===== src/sfch_map.vh =====
// Constant definitions for the serial flow control handshake block
`ifndef SFCH_MAP_VH
`define SFCH_MAP_VH
// Line levels: binary status of the serial control lines
`define SFCH_MARK 1'h1
`define SFCH_SPACE 1'h0
// Command-set mode encoding
`define SFCH_MODE_NATIVE 1'h0
`define SFCH_MODE_EMUL 1'h1
// Handshake mode encoding
`define SFCH_HS_HW 1'h0
`define SFCH_HS_XONXOFF 1'h1
// Reset values
`define SFCH_DTR_RST 1'h1
`define SFCH_CFG_RST 1'h0
`define SFCH_BUSY_RST 1'h1
`endif


===== src/sfch_handshake.v =====
// Serial flow control handshake: DTR drive and DSR transmit gating
//
// Functional notes
// - CTS always ignored; DSR ignored in native
// - Emulation hardware mode: DSR mark blocks transmit
// - Status replies transmit regardless of DSR
// - X-ON/X-OFF mode never samples DSR
// - Native hardware: DTR space when receive possible
// - Native X-ON/X-OFF: DTR space except init, selftest
// - Emulation hardware: DTR space ready, mark busy
// - Busy switch selects emulation busy conditions
// - Busy from reset until ready to receive
// - Busy during self-test printing, both settings
// - Busy when receive buffer full, always
// - Cover, paper end, macro, error: switch on
`include "sfch_map.vh"
`timescale 1ns/10ps
module sfch_handshake (
  clock,
  sys_rst,
  emulation_command_mode,
  handshake_xon_mode,
  busy_condition_switch,
  comm_enabled,
  self_test_active,
  rx_buffer_full,
  rx_can_accept,
  cover_open,
  paper_end_stop,
  macro_standby,
  error_active,
  dsr_in,
  cts_in,
  tx_request,
  tx_is_status_reply,
  tx_permit,
  dtr_out,
  rts_out,
  printer_busy
);
  input wire clock;
  input wire sys_rst;
  input wire emulation_command_mode;
  input wire handshake_xon_mode;
  input wire busy_condition_switch;
  input wire comm_enabled;
  input wire self_test_active;
  input wire rx_buffer_full;
  input wire rx_can_accept;
  input wire cover_open;
  input wire paper_end_stop;
  input wire macro_standby;
  input wire error_active;
  input wire dsr_in;
  input wire cts_in;
  input wire tx_request;
  input wire tx_is_status_reply;
  output wire tx_permit;
  output reg dtr_out;
  output wire rts_out;
  output reg printer_busy;

  reg mode_r;
  reg hs_r;
  reg cfg_done_r;
  reg dtr_nxt;
  reg busy_nxt;
  wire dsr_sync;
  wire dsr_blocks;

  localparam CAUSE_W = 4;
  wire emu_hw_sel;
  wire init_busy;
  wire test_busy;
  wire full_busy;
  wire switch_busy;
  wire dsr_mark;
  wire host_gate_open;
  wire status_bypass;
  wire [CAUSE_W-1:0] sw_cause;
  wire [CAUSE_W-1:0] sw_gated;
  genvar gi;

  // Pin from host crosses into the clock domain before use
  sfch_sync u_dsr_sync (
    .clock(clock),
    .sys_rst(sys_rst),
    .async_in(dsr_in),
    .sync_out(dsr_sync)
  );

  // Modes are straps: caught once after reset, then held so that
  // a change mid-session cannot glitch the handshake
  always @(posedge clock) begin
    if (sys_rst) begin
      mode_r <= `SFCH_MODE_NATIVE;
      hs_r <= `SFCH_HS_HW;
    end else if (!cfg_done_r) begin
      mode_r <= emulation_command_mode;
      hs_r <= handshake_xon_mode;
    end
  end

  // One capture per reset; later strap moves are ignored
  always @(posedge clock) begin
    if (sys_rst) begin
      cfg_done_r <= `SFCH_CFG_RST;
    end else begin
      cfg_done_r <= 1'h1;
    end
  end

  // Decodes shared by several DTR mode branches
  function line_open;
    input cfg_ok;
    input comm_ok;
    input selftest;
    begin
      line_open = cfg_ok && comm_ok && !selftest;
    end
  endfunction

  function ready_level;
    input ready;
    begin
      if (ready) begin
        ready_level = `SFCH_SPACE;
      end else begin
        ready_level = `SFCH_MARK;
      end
    end
  endfunction

  // DSR only gates transmit in emulation hardware mode
  assign emu_hw_sel = (mode_r == `SFCH_MODE_EMUL) && (hs_r == `SFCH_HS_HW);

  // Each busy cause kept apart so the switch gates only the optional ones
  assign init_busy = !cfg_done_r || !comm_enabled;
  assign test_busy = self_test_active;
  assign full_busy = rx_buffer_full;
  // Optional causes: cover, paper end stop, macro wait, error
  assign sw_cause = {error_active, macro_standby, paper_end_stop, cover_open};

  generate
    for (gi = 0; gi < CAUSE_W; gi = gi + 1) begin : g_sw_gate
      assign sw_gated[gi] = busy_condition_switch && sw_cause[gi];
    end
  endgenerate

  assign switch_busy = |sw_gated;

  // Busy from the printer conditions; drives printer_busy in every mode, DTR in emulation hardware mode
  always @* begin
    busy_nxt = 1'h0;
    if (init_busy) begin
      busy_nxt = 1'h1;
    end
    if (test_busy) begin
      busy_nxt = 1'h1;
    end
    if (full_busy) begin
      busy_nxt = 1'h1;
    end
    if (switch_busy) begin
      busy_nxt = 1'h1;
    end
  end

  always @* begin
    dtr_nxt = `SFCH_MARK;
    case ({mode_r, hs_r})
      {`SFCH_MODE_NATIVE, `SFCH_HS_HW}: begin
        // Space only when data can be taken
        dtr_nxt = ready_level(line_open(cfg_done_r, comm_enabled, self_test_active) &&
          rx_can_accept && !rx_buffer_full);
      end
      {`SFCH_MODE_NATIVE, `SFCH_HS_XONXOFF}: begin
        dtr_nxt = ready_level(line_open(cfg_done_r, comm_enabled, self_test_active));
      end
      {`SFCH_MODE_EMUL, `SFCH_HS_HW}: begin
        dtr_nxt = ready_level(!busy_nxt);
      end
      {`SFCH_MODE_EMUL, `SFCH_HS_XONXOFF}: begin
        // Left open by the rules; mirrors native software flow
        dtr_nxt = ready_level(line_open(cfg_done_r, comm_enabled, self_test_active));
      end
      default: begin
        dtr_nxt = `SFCH_MARK;
      end
    endcase
  end

  // Ready line starts at mark so the host holds off until ready
  always @(posedge clock) begin
    if (sys_rst) begin
      dtr_out <= `SFCH_DTR_RST;
    end else begin
      dtr_out <= dtr_nxt;
    end
  end

  always @(posedge clock) begin
    if (sys_rst) begin
      printer_busy <= `SFCH_BUSY_RST;
    end else begin
      printer_busy <= busy_nxt;
    end
  end

  // Return line follows the ready line
  assign rts_out = dtr_out;

  // CTS deliberately unread; DSR ignored outside emulation hardware mode
  assign dsr_mark = (dsr_sync == `SFCH_MARK);
  assign dsr_blocks = emu_hw_sel && dsr_mark;
  // DSR at space, or not consulted at all, opens the host gate
  assign host_gate_open = !dsr_blocks;
  // Status replies bypass the host gate so the host can poll once cfg_done_r is set
  assign status_bypass = tx_is_status_reply;
  assign tx_permit = tx_request && cfg_done_r && (status_bypass || host_gate_open);

endmodule // sfch_handshake


===== src/sfch_sync.v =====
// Two-flop synchroniser for asynchronous pin inputs
`include "sfch_map.vh"
`timescale 1ns/10ps
module sfch_sync (
  clock,
  sys_rst,
  async_in,
  sync_out
);
  input wire clock;
  input wire sys_rst;
  input wire async_in;
  output reg sync_out;
  reg meta_r;
  always @(posedge clock) begin
    if (sys_rst) begin
      meta_r <= `SFCH_MARK;
      sync_out <= `SFCH_MARK;
    end else begin
      meta_r <= async_in;
      sync_out <= meta_r;
    end
  end
endmodule // sfch_sync


===== config.mk =====
export PLATFORM = sky130hd
export DESIGN_NAME = sfch_handshake
export DESIGN_NICKNAME = d
export VERILOG_FILES = /design/src/sfch_handshake.v /design/src/sfch_sync.v
export VERILOG_INCLUDE_DIRS = /design/src
export SDC_FILE = /design/constraint.sdc
export NUM_CORES = 1
export LEC_CHECK = 0
export BUFFER_PORTS_ARGS = -buffer_cell sky130_fd_sc_hd__buf_2
export CAP_MARGIN = 20
export CORE_AREA = 2 2 39 41
export CTS_BUF_LIST = sky130_fd_sc_hd__clkbuf_8
export DETAILED_ROUTE_END_ITERATION = 10
export DIE_AREA = 0 0 41 43
export HOLD_SLACK_MARGIN = 0.05
export REMOVE_ABC_BUFFERS = 1
export SYNTH_ARGS = -nofsm -noshare
export SYNTH_HDL_FRONTEND = slang
export SYNTH_SLANG_ARGS = --single-unit
export TNS_END_PERCENT = 30

===== constraint.sdc =====
create_clock -name clock -period 1.17 [get_ports clock]
set_clock_uncertainty 0.15 [all_clocks]
set_input_delay 0.0585 -clock clock [delete_from_list [all_inputs] [get_ports clock]]
set_output_delay 0.0585 -clock clock [all_outputs]
set_load 0.005 [all_outputs]

==> metrics.yaml, run 1 <==
crit_required_ns: 0.96
drtIter0Drc: 3
grt_overflow: 0
clockBufferDepth: 2
wl_um: 589
slew_headroom_pct: 83.3
ant_nets: 0
drv_slew: 0
stdcell_count: 69
io_pins: 21
die_area_um2: 1760
critPathKind: "reg2out"
port-buffer-count: 19
grt_pass1_vias: 265
yosysTopAreaCell: "dfxtp_1"
post-route-period-util_pct: 101
drive_gt1_share_pct: 50.9
synthToLayoutAreaGrowth_pct: 78.1
synth-seq-cells: 7
cts_sinks: 7
irDropWorstVdd_uv: 784
fp.dieW_um: 41
power_density_nw_per_um2: 1390
cts_root_buf: "clkbuf_8"
rows: 14
leakage_nw: 0.230
startpoint_type: "flip-flop"
maxCapViolCount: 0
yosys_most_used_dff: "dfxtp_1"
yosys-top-cells-area: "dfxtp_1 53%, mux2i_1 7.6%, nor2_1 5.7%"
worst_slack_ns: -0.0153
grt_pass1_wl_um: 945
grt_max_degree: 6
routed.top_layer: "met4"
vias: 287
fin_crit_ns: 1.19
cts_buffers: 3
final_util_pct: 33.8
violations: "hold timing, setup timing"
route.detailed.drc: 0
pre_cts_slack_ns: -0.0469
fillers: 151
register_area_um2: 143
yosysMostFrequentCell: "dfxtp_1"
nets: 71
synth-seq-area-share_pct: 53.3
post_drt_wl_per_cell_um: 8.54
core_um2: 1380
setup_violations: 1
multi_input_area_um2: 111
avgViaCountPerCell: 4.16
path_clk_slew_ns: 0.04
max_freq_ghz: 0.844
syn_inst: 26
synth.yosys.warnings: 0
clock_latency_ns: 0.22
met2_length_um: 318
holdBufCountCts: 5
synth_top_cell_area_share_pct: 53.3
placed_area_um2: 370
dr_wl_met3_um: 52
synth_area_per_cell_um2: 10.1
cts_tree: "done"
grt_usage_pct: 8.95
worstMarginPinSlew_ns: 0.250
rsz0062_at_grt: "true"
dp_cells: 60
async_flop_share_pct: 0
dr.pass1.iters: 2
antenna_found_initial: 0
die_h_um: 43
syn_area_um2: 263
initial_utilization_pct: 19.0
synth_common_cells: "7 x dfxtp_1, 4 x nor2_1, 3 x nand2_1, 2 x mux2i_1, 2 x or2_2"
status: "complete, but fails checks"
end_kind: "primary output"
design_area_um2: 468
finalHoldViolCount: 1
cts_htree_levels: 1
ys_types: 13
gp_congestion: 0.603
cp.arrival_ns: 0.98
wl_met1_um: 210
n_antenna_cell: 0
hold_ws_ns: -0.0249
cp_max_fo: 3
hold_class: "in2reg"
synth_edf_count: 0
metrics by stage:
stage                     TNS [ns]  hold slack (ns)  total power [mW]
final                      -0.0153          -0.0249             0.650
after detailed placement   -0.0469           0.0956             0.313
after global routing       -0.0986         0.000782             0.695
after global placement     -0.0496           0.0899             0.312
after CTS                  -0.0314          -0.0258             0.662
after floorplan                  0          -0.0350             0.280
critical path, cell delays in order, from the launching register on:
cell      delay (ns)
dfxtp_2         0.32
nor4bb_1        0.25
nor2_1          0.06
buf_2           0.12
path summary, 6_finish.rpt:
path	from	end	slack, ns	cells after the start
worst max register to register	cfg_done_r$_DFF_P_	dtr_out$_SDFF_PP1_	0.22	2
worst max-delay path	hs_r$_SDFFE_PP0N_	tx_permit	-0.02	3
worst min-delay path	error_active	printer_busy$_SDFF_PP1_	-0.02	4
worst min register to register	u_dsr_sync.meta_r$_SDFF_PP1_	u_dsr_sync.sync_out$_SDFF_PP1_	0.25	1
cell usage in the layout (no fill, tap or decap):
| master | instances |
|---|---|
| or4_4 | 1 |
| mux2i_1 | 2 |
| dlygate4sd3_1 | 5 |
| nor4bb_1 | 1 |
| and3b_1 | 1 |
| nor2_1 | 4 |
| nand2_1 | 3 |
| inv_1 | 2 |
| or2_2 | 2 |
| nor3b_1 | 1 |
| a31oi_1 | 1 |
| dfxtp_1 | 5 |
| dfxtp_2 | 2 |
| a32oi_1 | 1 |
| buf_2 | 19 |
| clkbuf_8 | 3 |
area by class of cell:
cell class,count,area share (%)
clock inverter,1,0.802
inverter,1,0.802
multi-input combinational,17,23.8
sequential,7,30.5
tap,16,4.28
timing repair buffer,24,31.0
clock buffer,3,8.82
registers in the layout (all words and copies together), names as in the netlist:
register and flops:
hs_r 1, dtr_out 1, u_dsr_sync.meta_r 1, u_dsr_sync.sync_out 1, mode_r 1, cfg_done_r 1
printer_busy 1
cells by family after synthesis:
family | count (synthesis) | synth area share, %
compound gates | 2 | 5.72
buf+inv | 2 | 4.29
flops | 7 | 53.3
mux | 2 | 7.62
simple gates | 13 | 29.0
per-layer routing:
metal | vias up | track usage, %
li1 | 142 | -
met2 | 11 | 14.7
met3 | 2 | 9.42
met1 | 132 | 5.83
met5 | - | 0
met4 | 0 | 4.00
report_power, final:
| part | leakage [nW] | total (mW) | switching (mW) | internal [mW] |
|---|---|---|---|---|
| clock | 0.0269 | 0.328 | 0.101 | 0.226 |
| combinational | 0.144 | 0.0641 | 0.0202 | 0.0439 |
| sequential | 0.0585 | 0.258 | 0.00705 | 0.251 |
| total | 0.230 | 0.650 | 0.129 | 0.521 |
repair_timing:
| action | in CTS | in global routing |
|---|---|---|
| resized for setup | 2 | 0 |
| pin swaps | 1 | 0 |
| endpoints found under the setup margin | 1 | 1 |
| cloned | 0 | 0 |
| buffers inserted | 0 | 0 |
| hold endpoints to repair | 6 | 1 |
(Power assumes the default switching activity.)
==> run 2, diff against run 1 <==
Settings changed: CELL_PAD_IN_SITES_DETAIL_PLACEMENT from default to 0, CELL_PAD_IN_SITES_GLOBAL_PLACEMENT from default to 2, CORE_AREA 2 2 39 41 to 2 2 41 43, DIE_AREA 0 0 41 43 to 0 0 43 45, PLACE_DENSITY_LB_ADDON from default to 0.1.
==> run 2 against run 1 <==
The flow still finishes with violations (hold timing, setup timing). Critical path depth unchanged. Critical endpoint unchanged. Clock-buffer cell count is the same. Maximum frequency increased by 0.23%. Sequential cell count did not move. Via count down 4.5%. Hold slack better by 0.012 ns. First-iteration DRC count decreased by 33%.
==> metrics.yaml, run 2 (synthesized netlist as in run 1, its figures left out) <==
rows: 14  # unchanged
post_drt_wl_per_cell_um: 8.89  # was 8.54 um
max_freq_ghz: 0.846  # was 0.844 GHz
vias: 274  # was 287
p_int_mw: 0.528  # was 0.521 mW
crit_chain: "nor4bb_2, nor2_1, buf_2"  # was nor4bb_1, nor2_1, buf_2
grt_max_degree: 6  # unchanged
critical-path-top-delay-family: "flip-flops"  # unchanged
post-cts-setup-buffers: 0  # unchanged
final_cell_mix: "19 x buf_2, 7 x dlygate4sd3_1, 5 x dfxtp_1"  # was 19 x buf_2, 5 x dfxtp_1, 5 x dlygate4sd3_1
die_h_um: 45  # was 43 um
power_density_nw_per_um2: 1300  # was 1390 nW/um^2
hold_path.startpoint: "error_active"  # unchanged
grt_pass1_wl_mm: 1.04  # was 945 um
whs_path_depth: 4  # unchanged
clockBufferDepth: 2  # unchanged
setup_violations: 1  # unchanged
status: "complete, but fails checks"  # unchanged
post-route-period-util_pct: 101  # about the same
cts_root_buf: "clkbuf_8"  # unchanged
ant_nets: 0  # unchanged
cp_max_fo: 3  # unchanged
worst_r2r_path_depth: 2  # unchanged
crit_slowest_cell: "dfxtp_2"  # unchanged
maxCapViolCount: 0  # unchanged
critPathKind: "reg2out"  # unchanged
rr_startpoint: "cfg_done_r$_DFF_P_"  # unchanged
fillers: 178  # was 151
cts_buffers: 3  # unchanged
rsz0062_at_grt: "true"  # unchanged
gp_congestion: 0.677  # was 0.603
leakage_nw: 0.245  # was 0.230 nW
avgViaCountPerCell: 3.81  # was 4.16
worst_slack_ns: -0.0125  # was -0.0153 ns
power.sequential.fraction_pct: 39.8  # was 39.7%
path_buf_inv: 1  # unchanged
cts_sinks: 7  # unchanged
fin_crit_ns: 1.18  # was 1.19 ns
grt_usage_pct: 7.58  # was 8.95%
cts_tree: "done"  # unchanged
die_area_um2: 1940  # was 1760 um^2
pwr-share-comb_pct: 11.2  # was 9.9%
antenna_found_initial: 0  # unchanged
final_common_cell: "buf_2"  # unchanged
path_clk_slew_ns: 0.04  # about the same
cts_htree_levels: 1  # unchanged
irDropWorstVdd_uv: 642  # was 784 uV
sw_frac_of_total_pct: 18.8  # was 19.8%
drtIter0Drc: 2  # was 3
reg2reg_to: "dtr_out$_SDFF_PP1_"  # unchanged
wl_um: 640  # was 589 um
route.detailed.drc: 0  # unchanged
drv_slew: 0  # unchanged
violations: "hold timing, setup timing"  # unchanged
n_antenna_cell: 0  # unchanged
setup_tns_ns: -0.0125  # was -0.0153 ns
finalHoldViolCount: 1  # unchanged
max_stage_delay_ns: 0.32  # about the same
switching_power_mw: 0.122  # was 0.129 mW
worstMarginPinSlew_ns: 0.203  # was 0.250 ns
initial_utilization_pct: 17.9  # was 19.0%
synthToLayoutAreaGrowth_pct: 91.0  # was 78.1%
drive_gt1_share_pct: 51.8  # was 50.9%
core_um2: 1470  # was 1380 um^2
crit_required_ns: 0.96  # about the same
clock_latency_ns: 0.22  # about the same
p_clk_share_pct: 49.0  # was 50.4%
slew_headroom_pct: 86.3  # was 83.3%
cp.arrival_ns: 0.97  # was 0.98 ns
grt_pass1_vias: 276  # was 265
min_to: "printer_busy$_SDFF_PP1_"  # unchanged
regToRegSetupSlack_ns: 0.20  # was 0.22 ns
nets: 74  # was 71
placed_area_um2: 378  # was 370 um^2
grt_overflow: 0  # unchanged
hold_ws_ns: -0.0130  # was -0.0249 ns
end_kind: "primary output"  # unchanged
design_area_um2: 502  # was 468 um^2
startpoint_type: "flip-flop"  # unchanged
fp.dieW_um: 43  # was 41 um
dr.pass1.iters: 4  # was 2
hold_class: "in2reg"  # unchanged
port-buffer-count: 19  # unchanged
io_pins: 21  # unchanged
[run 2: cell count changes in the layout (fill, tap and decap cells not counted)]
cell and delta:
nor4bb_1 -1, nor4bb_2 +1, buf_4 +1, dlygate4sd3_1 +2
[run 2: worst max path at each step]
stage | from | to | slack, ns | cells past startpoint
5_1_grt | hs_r$_SDFFE_PP0N_ | tx_permit | -0.10 | 3
6_report | hs_r$_SDFFE_PP0N_ | tx_permit | -0.01 | 3
3_5_place_dp | cover_open | dtr_out$_SDFF_PP1_ | -0.05 | 4
4_1_cts | hs_r$_SDFFE_PP0N_ | tx_permit | -0.03 | 3
2_1_floorplan | cover_open | dtr_out$_SDFF_PP1_ | 0.09 | 3
3_3_place_gp | cover_open | dtr_out$_SDFF_PP1_ | -0.04 | 4
[run 2: timing repair]
| item | 4_1_cts | 5_1_grt |
|---|---|---|
| gates resized for setup | 2 | 1 |
| pin swaps | 1 | 0 |
| hold endpoints to repair | 7 | 3 |
| hold buffers | 6 | 1 |
| setup endpoints to repair | 1 | 1 |
[run 2: metal layers]
layer	vias up	track usage [%]	wire length, um
met5	-	0	0
met4	0	3.64	0
met3	0	5.60	69
met2	11	11.2	297
met1	115	8.11	273
li1	148	-	-
[run 2: power groups by stage]
stage	clock, mW	sequential [mW]	combinational, mW
3_3_place_gp	0	0.262	0.0535
3_5_place_dp	0	0.262	0.0546
2_1_floorplan	0	0.260	0.0199
5_1_grt	0.342	0.260	0.0816
4_1_cts	0.329	0.259	0.0694
6_report	0.318	0.259	0.0726
[run 2: area by class of cell]
type	count	area, um^2	area share (%)
clock inverters	1	3.75	0.748
flip-flops and latches	7	143	28.4
clock buffers	3	41.3	8.23
well taps	16	20.0	3.99
inverters	1	3.75	0.748
multi-input cells	17	118	23.4
repair buffers	27	173	34.4
[run 2: per-stage QoR]
stage                     util [%]  power (mW)  instances  hold slack, ns  setup slack, ns
after detailed placement      25.7       0.316         61          0.0944          -0.0458
final                         34.1       0.650         72         -0.0130          -0.0125
after floorplan                  -       0.280         25         -0.0350           0.0930
after global placement        25.7       0.315         61          0.0913          -0.0373
after global routing          34.1       0.683         72          0.0140           -0.104
after CTS                     33.0       0.657         71         -0.0117          -0.0255
[run 2: worst register-to-register path, delay by kind of cell, from the launching register on]
kind	cells	cell delay, ns
AO/OA/AOI/OAI	1	0.06
flip-flops	1	0.42
AND/OR/NAND/NOR	1	0.21
